`config.mk`:
```
export PLATFORM = sky130hd
export DESIGN_NAME = clm_master
export DESIGN_NICKNAME = d
export VERILOG_FILES = /design/src/hw/clm_pkg.sv /design/src/hw/clm_fifo_if.sv /design/src/hw/clm_fifo.sv /design/src/hw/clm_master.sv
export VERILOG_INCLUDE_DIRS = /design/src /design/src/hw
export SDC_FILE = /design/constraint.sdc
export NUM_CORES = 1
export LEC_CHECK = 0
export BUFFER_PORTS_ARGS = -buffer_cell sky130_fd_sc_hd__buf_2
export CAP_MARGIN = 20
export CORE_MARGIN = 2
export CORE_UTILIZATION = 55
export CTS_BUF_LIST = sky130_fd_sc_hd__clkbuf_4
export DETAILED_ROUTE_END_ITERATION = 8
export HOLD_SLACK_MARGIN = 0.02
export PLACE_DENSITY_LB_ADDON = 0.05
export SLEW_MARGIN = 15
export SYNTH_ARGS = -nofsm -noshare
export SYNTH_HDL_FRONTEND = slang
export SYNTH_SLANG_ARGS = --single-unit
```
`constraint.sdc`:
```
create_clock -name ref_clk -period 3.23 [get_ports ref_clk]
set_input_delay 0.646 -clock ref_clk [delete_from_list [all_inputs] [get_ports ref_clk]]
set_output_delay 0.646 -clock ref_clk [all_outputs]
set_load 0.01 [all_outputs]
```
`src/hw/clm_defs.svh`:
```
// Purpose: constants of the computer-link command master
// Assumes: 125 MHz ref_clk, ASCII characters on a byte link
// Notes: timing counts derive from printed times and clock rate
//
// Overview of operation
// - command starts with percent or less-than
// - unit number field follows start code
// - command text sent in upper case
// - check code is XOR, two hex chars
// - two asterisks skip the check code
// - command ends with carriage return
// - frame length limit 118 or 2048
// - master sends first, then turns alternate
// - all frame content is ASCII
// - long data may span several frames; the master instead cuts text at the frame limit and reports ST_FORMAT
`ifndef CLM_DEFS_SVH
`define CLM_DEFS_SVH
`define CLM_CH_PCT 8'h25
`define CLM_CH_LT 8'h3C
`define CLM_CH_CR 8'h0D
`define CLM_CH_STAR 8'h2A
`define CLM_CH_ACK 8'h24
`define CLM_CH_NAK 8'h21
`define CLM_CH_ZERO 8'h30
`define CLM_CH_HEXA 8'h37
`define CLM_UNIT_MIN 7'h01
`define CLM_UNIT_MAX 7'h63
`define CLM_MAX_PCT 12'h076
`define CLM_MAX_LT 12'h800
`define CLM_FRAME_OVH 12'h006
`define CLM_CLK_MHZ 125
`define CLM_RSP_TIMEOUT_US 1000
`define CLM_RSP_TIMEOUT_CYC (`CLM_RSP_TIMEOUT_US * `CLM_CLK_MHZ)
`define CLM_FIFO_DEPTH 16
`define CLM_FIFO_W 9
`endif

```
`src/hw/clm_pkg.sv`:
```
// Purpose: types of the computer-link command master
// Assumes: nothing
// Notes: binary state codes written out
package clm_pkg;
  typedef enum logic [3:0] {
    TX_IDLE = 4'b0000,
    TX_HDR = 4'b0001,
    TX_U1 = 4'b0010,
    TX_U2 = 4'b0011,
    TX_TXT = 4'b0100,
    TX_DRAIN = 4'b0101,
    TX_B1 = 4'b0110,
    TX_B2 = 4'b0111,
    TX_CR = 4'b1000,
    TX_WAIT = 4'b1001,
    TX_DROP = 4'b1010
  } clm_tx_state_type;
  typedef enum logic [2:0] {
    RX_HDR = 3'b000,
    RX_U1 = 3'b001,
    RX_U2 = 3'b010,
    RX_ACK = 3'b011,
    RX_N1 = 3'b100,
    RX_N2 = 3'b101,
    RX_BODY = 3'b110
  } clm_rx_state_type;
  typedef enum logic [2:0] {
    ST_OK = 3'b000,
    ST_NAK = 3'b001,
    ST_BCC = 3'b010,
    ST_TIMEOUT = 3'b011,
    ST_FORMAT = 3'b100,
    ST_BAD_UNIT = 3'b101
  } clm_status_type;
endpackage : clm_pkg

```
`src/hw/clm_fifo_if.sv`:
```
// Purpose: carrier between the master and its text buffer
// Assumes: one clock
// Notes: valid/ready on both sides
interface clm_fifo_if #(parameter int W = 9);
  logic in_valid;
  logic in_ready;
  logic [W-1:0] in_data;
  logic out_valid;
  logic out_ready;
  logic [W-1:0] out_data;
  modport buffer_side (input in_valid, in_data, out_ready,
    output in_ready, out_valid, out_data);
  modport user_side (output in_valid, in_data, out_ready,
    input in_ready, out_valid, out_data);
endinterface : clm_fifo_if

```
`src/hw/clm_fifo.sv`:
```
// Purpose: synchronous FIFO for command text
// Assumes: DEPTH is a power of two
// Notes: ready and valid come from flops
module clm_fifo #(
  parameter int W = 9,
  parameter int DEPTH = 16
) (
  // clock and reset
  input wire logic ref_clk,
  input wire logic rstn,
  // buffer ports
  clm_fifo_if.buffer_side bus
);
  localparam int AW = $clog2(DEPTH);
  logic [W-1:0] mem_q [DEPTH];
  logic [AW-1:0] wr_q;
  logic [AW-1:0] rd_q;
  logic [AW:0] cnt_q;
  logic [AW:0] cnt_d;
  logic push;
  logic pop;
  logic rdy_q;
  logic vld_q;

  assign push = bus.in_valid && rdy_q;
  assign pop = bus.out_ready && vld_q;
  assign bus.in_ready = rdy_q;
  assign bus.out_valid = vld_q;
  assign bus.out_data = mem_q[rd_q];

  always_comb begin
    cnt_d = cnt_q;
    if (push && !pop) begin
      cnt_d = cnt_q + 1'b1;
    end else if (pop && !push) begin
      cnt_d = cnt_q - 1'b1;
    end
  end

  always_ff @(posedge ref_clk) begin
    if (push) begin
      mem_q[wr_q] <= bus.in_data;
    end
  end

  always_ff @(posedge ref_clk or negedge rstn) begin
    if (!rstn) begin
      wr_q <= '0;
      rd_q <= '0;
      cnt_q <= '0;
      rdy_q <= 1'b0;
      vld_q <= 1'b0;
    end else begin
      if (push) begin
        wr_q <= wr_q + 1'b1;
      end
      if (pop) begin
        rd_q <= rd_q + 1'b1;
      end
      cnt_q <= cnt_d;
      // full and empty held in flops so ports never glitch
      rdy_q <= cnt_d != (AW+1)'(DEPTH);
      vld_q <= cnt_d != '0;
    end
  end
endmodule : clm_fifo

```
`src/hw/clm_master.sv`:
```
// Purpose: master that frames commands and checks replies
// Assumes: byte link and user logic on ref_clk
// Notes: one command in flight; a silent device ends in timeout
`include "clm_defs.svh"
module clm_master import clm_pkg::*; #(
  parameter int RSP_TIMEOUT_CYC = `CLM_RSP_TIMEOUT_CYC
) (
  // clock and reset
  input wire logic ref_clk,
  input wire logic rstn,
  // command request
  input wire logic cmd_start,
  input wire logic cmd_long,
  input wire logic [6:0] cmd_unit,
  input wire logic cmd_skip_check,
  output logic cmd_busy,
  // command text stream
  input wire logic txt_valid,
  input wire logic [7:0] txt_data,
  input wire logic txt_last,
  output logic txt_ready,
  // character link
  output logic tx_valid,
  output logic [7:0] tx_data,
  input wire logic tx_ready,
  input wire logic rx_valid,
  input wire logic [7:0] rx_data,
  // reply
  output logic rsp_valid,
  output logic [7:0] rsp_data,
  output logic rsp_done,
  output logic [2:0] rsp_status
);
  function automatic logic [7:0] hex_char(input logic [3:0] n);
    hex_char = (n < 4'hA) ? `CLM_CH_ZERO + {4'h0, n}
                          : `CLM_CH_HEXA + {4'h0, n};
  endfunction : hex_char

  function automatic logic [7:0] to_upper(input logic [7:0] c);
    to_upper = (c >= 8'h61 && c <= 8'h7A) ? c - 8'h20 : c;
  endfunction : to_upper

  function automatic logic is_start(input logic [7:0] c);
    is_start = c == `CLM_CH_PCT || c == `CLM_CH_LT;
  endfunction : is_start

  function automatic logic [11:0] frame_max(input logic lng);
    frame_max = lng ? `CLM_MAX_LT : `CLM_MAX_PCT;
  endfunction : frame_max

  clm_fifo_if #(.W(`CLM_FIFO_W)) fif ();

  clm_fifo #(.W(`CLM_FIFO_W), .DEPTH(`CLM_FIFO_DEPTH)) u_fifo (
    .ref_clk(ref_clk),
    .rstn(rstn),
    .bus(fif.buffer_side)
  );

  clm_tx_state_type tx_st_q;
  clm_rx_state_type rx_st_q;
  logic tx_valid_q;
  logic [7:0] tx_data_q;
  logic busy_q;
  logic long_q;
  logic skip_q;
  logic [7:0] hdr_q;
  logic [7:0] unit_hi_q;
  logic [7:0] unit_lo_q;
  logic [7:0] name0_q;
  logic [7:0] name1_q;
  logic [7:0] tx_bcc_q;
  logic [11:0] tx_cnt_q;
  logic ovf_q;
  logic badu_q;
  logic can_send;
  logic [7:0] txt_ch;
  logic [7:0] rx_xor_q;
  logic [7:0] d1_q;
  logic [7:0] d2_q;
  logic [1:0] held_q;
  logic [11:0] rx_len_q;
  logic nak_q;
  logic rx_fin_q;
  clm_status_type rx_stat_q;
  logic rsp_valid_q;
  logic [7:0] rsp_data_q;
  logic [31:0] tmo_cnt_q;
  logic tmo_q;
  logic done_q;
  clm_status_type stat_q;
  logic armed;
  logic bcc_ok;

  assign can_send = !tx_valid_q || tx_ready;
  assign txt_ch = to_upper(fif.out_data[7:0]);
  assign fif.in_valid = txt_valid;
  assign fif.in_data = {txt_last, txt_data};
  assign fif.out_ready = (tx_st_q == TX_TXT && can_send)
                      || tx_st_q == TX_DRAIN || tx_st_q == TX_DROP;
  assign txt_ready = fif.in_ready;
  assign armed = tx_st_q == TX_WAIT;
  assign bcc_ok = (d1_q == `CLM_CH_STAR && d2_q == `CLM_CH_STAR)
    || (d1_q == hex_char(rx_xor_q[7:4])
        && d2_q == hex_char(rx_xor_q[3:0]));

  // command framing; the check code stops at the last text char
  always_ff @(posedge ref_clk or negedge rstn) begin
    if (!rstn) begin
      tx_st_q <= TX_IDLE;
      tx_valid_q <= 1'b0;
      tx_data_q <= 8'h00;
      busy_q <= 1'b0;
      long_q <= 1'b0;
      skip_q <= 1'b0;
      hdr_q <= `CLM_CH_PCT;
      unit_hi_q <= `CLM_CH_ZERO;
      unit_lo_q <= `CLM_CH_ZERO;
      name0_q <= 8'h00;
      name1_q <= 8'h00;
      tx_bcc_q <= 8'h00;
      tx_cnt_q <= 12'h000;
      ovf_q <= 1'b0;
      badu_q <= 1'b0;
    end else begin
      badu_q <= 1'b0;
      if (tx_valid_q && tx_ready) begin
        tx_valid_q <= 1'b0;
      end
      unique case (tx_st_q)
        TX_IDLE: begin
          if (cmd_start) begin
            long_q <= cmd_long;
            skip_q <= cmd_skip_check;
            hdr_q <= cmd_long ? `CLM_CH_LT : `CLM_CH_PCT;
            unit_hi_q <= `CLM_CH_ZERO + 8'(cmd_unit / 7'h0A);
            unit_lo_q <= `CLM_CH_ZERO + 8'(cmd_unit % 7'h0A);
            tx_bcc_q <= 8'h00;
            tx_cnt_q <= 12'h000;
            ovf_q <= 1'b0;
            busy_q <= 1'b1;
            if (cmd_unit < `CLM_UNIT_MIN || cmd_unit > `CLM_UNIT_MAX) begin
              tx_st_q <= TX_DROP;
            end else begin
              tx_st_q <= TX_HDR;
            end
          end
        end
        TX_HDR: begin
          if (can_send) begin
            tx_valid_q <= 1'b1;
            tx_data_q <= hdr_q;
            tx_bcc_q <= hdr_q;
            tx_st_q <= TX_U1;
          end
        end
        TX_U1: begin
          if (can_send) begin
            tx_valid_q <= 1'b1;
            tx_data_q <= unit_hi_q;
            tx_bcc_q <= tx_bcc_q ^ unit_hi_q;
            tx_st_q <= TX_U2;
          end
        end
        TX_U2: begin
          if (can_send) begin
            tx_valid_q <= 1'b1;
            tx_data_q <= unit_lo_q;
            tx_bcc_q <= tx_bcc_q ^ unit_lo_q;
            tx_st_q <= TX_TXT;
          end
        end
        TX_TXT: begin
          if (can_send && fif.out_valid) begin
            tx_valid_q <= 1'b1;
            tx_data_q <= txt_ch;
            tx_bcc_q <= tx_bcc_q ^ txt_ch;
            tx_cnt_q <= tx_cnt_q + 12'h001;
            if (tx_cnt_q == 12'h000) begin
              name0_q <= txt_ch;
            end
            if (tx_cnt_q == 12'h001) begin
              name1_q <= txt_ch;
            end
            if (fif.out_data[8]) begin
              tx_st_q <= TX_B1;
            end else if (tx_cnt_q == frame_max(long_q) - `CLM_FRAME_OVH
                         - 12'h001) begin
              ovf_q <= 1'b1;
              tx_st_q <= TX_DRAIN;
            end
          end
        end
        TX_DRAIN: begin
          if (fif.out_valid && fif.out_data[8]) begin
            tx_st_q <= TX_B1;
          end
        end
        TX_B1: begin
          if (can_send) begin
            tx_valid_q <= 1'b1;
            tx_data_q <= skip_q ? `CLM_CH_STAR : hex_char(tx_bcc_q[7:4]);
            tx_st_q <= TX_B2;
          end
        end
        TX_B2: begin
          if (can_send) begin
            tx_valid_q <= 1'b1;
            tx_data_q <= skip_q ? `CLM_CH_STAR : hex_char(tx_bcc_q[3:0]);
            tx_st_q <= TX_CR;
          end
        end
        TX_CR: begin
          if (can_send) begin
            tx_valid_q <= 1'b1;
            tx_data_q <= `CLM_CH_CR;
            tx_st_q <= TX_WAIT;
          end
        end
        TX_WAIT: begin
          if (rx_fin_q || tmo_q) begin
            busy_q <= 1'b0;
            tx_st_q <= TX_IDLE;
          end
        end
        TX_DROP: begin
          if (fif.out_valid && fif.out_data[8]) begin
            badu_q <= 1'b1;
            busy_q <= 1'b0;
            tx_st_q <= TX_IDLE;
          end
        end
        default: tx_st_q <= TX_IDLE;
      endcase
    end
  end

  // reply parsing; the last two chars are held back as the check code
  always_ff @(posedge ref_clk or negedge rstn) begin
    if (!rstn) begin
      rx_st_q <= RX_HDR;
      rx_xor_q <= 8'h00;
      d1_q <= 8'h00;
      d2_q <= 8'h00;
      held_q <= 2'b00;
      rx_len_q <= 12'h000;
      nak_q <= 1'b0;
      rx_fin_q <= 1'b0;
      rx_stat_q <= ST_OK;
      rsp_valid_q <= 1'b0;
      rsp_data_q <= 8'h00;
    end else begin
      rx_fin_q <= 1'b0;
      rsp_valid_q <= 1'b0;
      if (!armed) begin
        rx_st_q <= RX_HDR;
      end else if (rx_valid && is_start(rx_data)) begin
        rx_st_q <= (rx_data == hdr_q) ? RX_U1 : RX_HDR;
        rx_xor_q <= rx_data;
        rx_len_q <= 12'h001;
      end else if (rx_valid && rx_st_q != RX_HDR) begin
        // count characters, not cycles; a slow link must not cut frames
        rx_len_q <= rx_len_q + 12'h001;
        rx_xor_q <= rx_xor_q ^ rx_data;
        if (rx_len_q == frame_max(long_q)) begin
          rx_st_q <= RX_HDR;
        end else begin
          unique case (rx_st_q)
            RX_U1: rx_st_q <= (rx_data == unit_hi_q) ? RX_U2 : RX_HDR;
            RX_U2: rx_st_q <= (rx_data == unit_lo_q) ? RX_ACK : RX_HDR;
            RX_ACK: begin
              nak_q <= rx_data == `CLM_CH_NAK;
              rx_st_q <= (rx_data == `CLM_CH_ACK
                          || rx_data == `CLM_CH_NAK) ? RX_N1 : RX_HDR;
            end
            RX_N1: rx_st_q <= (rx_data == name0_q) ? RX_N2 : RX_HDR;
            RX_N2: begin
              rx_st_q <= (rx_data == name1_q) ? RX_BODY : RX_HDR;
              held_q <= 2'b00;
            end
            RX_BODY: begin
              if (rx_data == `CLM_CH_CR) begin
                rx_xor_q <= rx_xor_q;
                rx_fin_q <= 1'b1;
                rx_st_q <= RX_HDR;
                if (held_q != 2'b10) begin
                  rx_stat_q <= ST_FORMAT;
                end else if (!bcc_ok) begin
                  rx_stat_q <= ST_BCC;
                end else if (nak_q) begin
                  rx_stat_q <= ST_NAK;
                end else begin
                  rx_stat_q <= ovf_q ? ST_FORMAT : ST_OK;
                end
              end else if (held_q == 2'b10) begin
                rsp_valid_q <= 1'b1;
                rsp_data_q <= d1_q;
                rx_xor_q <= rx_xor_q ^ d1_q;
                d1_q <= d2_q;
                d2_q <= rx_data;
              end else begin
                rx_xor_q <= rx_xor_q;
                held_q <= held_q + 2'b01;
                d1_q <= (held_q == 2'b00) ? rx_data : d1_q;
                d2_q <= rx_data;
              end
            end
            default: rx_st_q <= RX_HDR;
          endcase
        end
      end
    end
  end

  // a lost reply must not hang the master
  always_ff @(posedge ref_clk or negedge rstn) begin
    if (!rstn) begin
      tmo_cnt_q <= 32'h0000_0000;
      tmo_q <= 1'b0;
    end else begin
      tmo_q <= armed && !rx_fin_q && !tmo_q
            && tmo_cnt_q == 32'(RSP_TIMEOUT_CYC - 1);
      tmo_cnt_q <= armed ? tmo_cnt_q + 32'h0000_0001 : 32'h0000_0000;
    end
  end

  always_ff @(posedge ref_clk or negedge rstn) begin
    if (!rstn) begin
      done_q <= 1'b0;
      stat_q <= ST_OK;
    end else begin
      done_q <= (armed && (rx_fin_q || tmo_q)) || badu_q;
      if (badu_q) begin
        stat_q <= ST_BAD_UNIT;
      end else if (rx_fin_q) begin
        stat_q <= rx_stat_q;
      end else if (tmo_q) begin
        stat_q <= ST_TIMEOUT;
      end
    end
  end

  assign cmd_busy = busy_q;
  assign tx_valid = tx_valid_q;
  assign tx_data = tx_data_q;
  assign rsp_valid = rsp_valid_q;
  assign rsp_data = rsp_data_q;
  assign rsp_done = done_q;
  assign rsp_status = stat_q;
endmodule : clm_master

```
==> run metrics <==
outcome completed; sequential fraction of the synthesis area 0.546; CP startpoint kind flop; Avg Vias per Cell 5.76; Clk network pwr share 0.265; die height 174 um; Vias 11.4k; drt initial violations 969; Routability Congestion 0.974; Max clock buf depth 3; Crit Path Max Fanout 8; Setup Viol. Count Final 0; ys async rst share 0.547; Lkg Pwr 7.13 nW; Total Routed Length 36.9 mm; Final Critical Period 2950 ps; dpl cells 1822; RSZ-0062 raised after global routing false; CP top delay family compound AO/OA/AOI/OAI gates; Worst EP required 3830 ps; # DRC 0; die area 0.0303 mm2; Final TNS setup 0 ps; share of cells above drive strength 1 0.214; Post-Route Skew 51.9 ps; Internal Power 8.96 mW; Tot Pwr 13.8 mW; vias in the first global route 11.1k; Routed Antenna Nets 0; ys flop type dfrtp_1; Netlist Area Pre-Place 0.0159 mm2; worst-path cell chain buf_12 > mux4_1 > a22o_1 > a31o_4 > or3_1 > o211a_1 > a211oi_2 > a21oi_2 > o41ai_2; CTS sink count 318; Comb pwr share 0.338; final non-filler cell total 1975; largest net degree at the start of global routing 78; Post-synth EDFFs 144; Initial Util 0.556; power per cell area 770 mW/mm2; post-DP HPWL 25.3 mm; initial antenna violation count 1; GRT overflow 0; Yosys reg bits 318; utilization after layout 0.627; Tightest Pin Transition 753 ps; root buffer cell clkbuf_4; I/O pin cnt 56; Final period util 0.913; PortBufs 55; cell taking the most area after synthesis edfxtp_1; YS warnings 0; CTS tree done; switching power 4.87 mW; fmax 0.339 GHz; Worst Setup Slack post-DPL 162 ps; Setup CP Type flop to flop; Area Overhead vs Synth 12.9%; Routed WL per cell 18.7 um; critical path data arrival time 3540 ps; Slew Limit Headroom 0.498; Worst setup EP type flop; Buf/Inv on CP 1; post-CTS resize count 0; Seq pwr share 0.397; Avg Cell Area, Syn 11.3 um2; setup ws final 282 ps; Hold WC Path Type primary input to flop; H-tree depth 3; clk slew on worst S/H paths 70 ps; Final #Nets 1579; max cap viols 0; Cell variety after synth 85; Final Max Slew Viols 0; worst ir drop on vdd 0.506 mV; clk_lat worst skew 730 ps; Sw Ratio 0.352; synth top area cells edfxtp_1, dfrtp_1, mux4_2, xnor2_1, o21ai_0; Fin. Hold Viols 0; first-pass GRT wire length 60.0 mm; CP max stage cell mux4_1; FP Rows 62; core box area 0.0286 mm2; Total GRT Usage 0.251; max incr delay on CP 550 ps; DRT Pass-1 Iters 6; die span in x 174 um; TritonCTS Buffers 84; post-synth top area share 0.272; Mapped Cells 1402
## worst register-to-register path, cell delays in order, from the launching register on
cell      delay (ps)
dfrtp_2          410
buf_12           140
mux4_1           560
a22o_1           220
a31o_4           240
or3_1            360
o211a_1          260
a211oi_2         290
a21oi_2           70
o41ai_2          280
## placed cells by master, fill, tap and decap left out, types with 28 or more instances in the layout
cell	count
dfrtp_1	170
nor3_1	39
clkbuf_4	134
xor2_1	31
inv_1	38
mux2_2	38
a21oi_1	59
o21ai_0	99
nor2_1	100
nand3_1	43
mux4_2	28
edfxtp_1	144
buf_2	54
nand2_1	128
mux2i_1	34
buf_4	53
xnor2_1	59
## power by group through the flow
| stage | Clock (mW) | Combinational, mW | Sequential [mW] |
|---|---|---|---|
| 2_1_floorplan | 0 | 3.40 | 5.27 |
| 5_1_grt | 3.99 | 5.15 | 5.55 |
| 3_5_place_dp | 0 | 4.61 | 5.57 |
| 6_report | 3.67 | 4.67 | 5.49 |
| 3_3_place_gp | 0 | 4.55 | 5.56 |
| 4_1_cts | 3.79 | 4.63 | 5.50 |
## sequential cells by signal, summed over array words and instances, names as in the netlist, 12 cells and up
| register | flops |
|---|---|
| u_fifo.mem_q | 144 |
| tx_cnt_q | 12 |
| rx_len_q | 12 |
| tmo_cnt_q | 32 |
## through the flow
stage,instance area (um2),hold WS (ps)
after floorplan,15900,350
after CTS,17900,35.6
after detailed placement,16800,452
after global routing,18000,45.3
final,18000,114
after global placement,16800,455
## per-layer routing
metal,wire (um),GRT usage
met5,0,0
met4,967,0.0917
met3,2070,0.0481
met2,17900,0.411
met1,15900,0.338
## final timing paths
check	start	end	slack, ps	cells past startpoint
max	u_fifo.rd_q[0]	tx_bcc_q[6]	280	9
min	cmd_long	hdr_q[0]	110	2
max reg2reg	u_fifo.rd_q[0]	tx_bcc_q[6]	280	9
min reg2reg	tmo_cnt_q[0]	tmo_cnt_q[0]	460	1
max in group asynchronous	rstn	unit_lo_q[3]	1940	3
min in group asynchronous	rstn	d1_q[1]	540	2
## repair_timing
item | 4_1_cts | 5_1_grt
endpoints found under the hold margin | 70 | 0
endpoints found under the setup margin | 0 | 1
hold buffers | 1 | 0
setup buffers | 0 | 2
## layout make-up
type / instances / area, um2
Multi-Input combinational cell: 972 / 6760
Clock buffer: 134 / 1010
Fill cell: 2299 / 10700
Tap cell: 384 / 480
Timing Repair Buffer: 112 / 749
Inverter: 39 / 146
Sequential cell: 318 / 8680
Clock inverter: 15 / 124
Antenna cell: 1 / 2.50
## synthesized netlist by cell type (6+ instances only)
master	n
a21oi_1	59
and2_1	25
xor2_1	31
and3_1	11
nor4_1	16
o21ai_1	7
a22oi_1	11
dfrtp_1	171
a211oi_1	8
o22ai_1	9
nor3_1	39
nor2_1	100
mux2_2	38
nor2b_1	15
o31ai_1	6
buf_2	13
buf_1	12
inv_1	38
clkbuf_1	44
mux4_2	28
a21o_1	6
or3_1	12
nand2_1	128
a31oi_1	11
mux4_1	6
nand2b_1	20
mux2i_1	34
nand4_1	23
nor4b_1	6
edfxtp_1	144
ha_1	20
xnor2_1	59
nand3_1	43
o21ai_0	99
a22o_1	8
## cells by family after synthesis
group	count (synthesis)	synth area share
AOI/OAI and AO/OA	281	0.112
muxes	106	0.0978
and+or+nand+nor	471	0.148
xor gates and xnor gates	90	0.0495
other	1	0.000236
adders and majority gates	22	0.0170
buffers and inverters	113	0.0298
DFF	318	0.546
No activity file was read; power rests on OpenSTA's default activity.
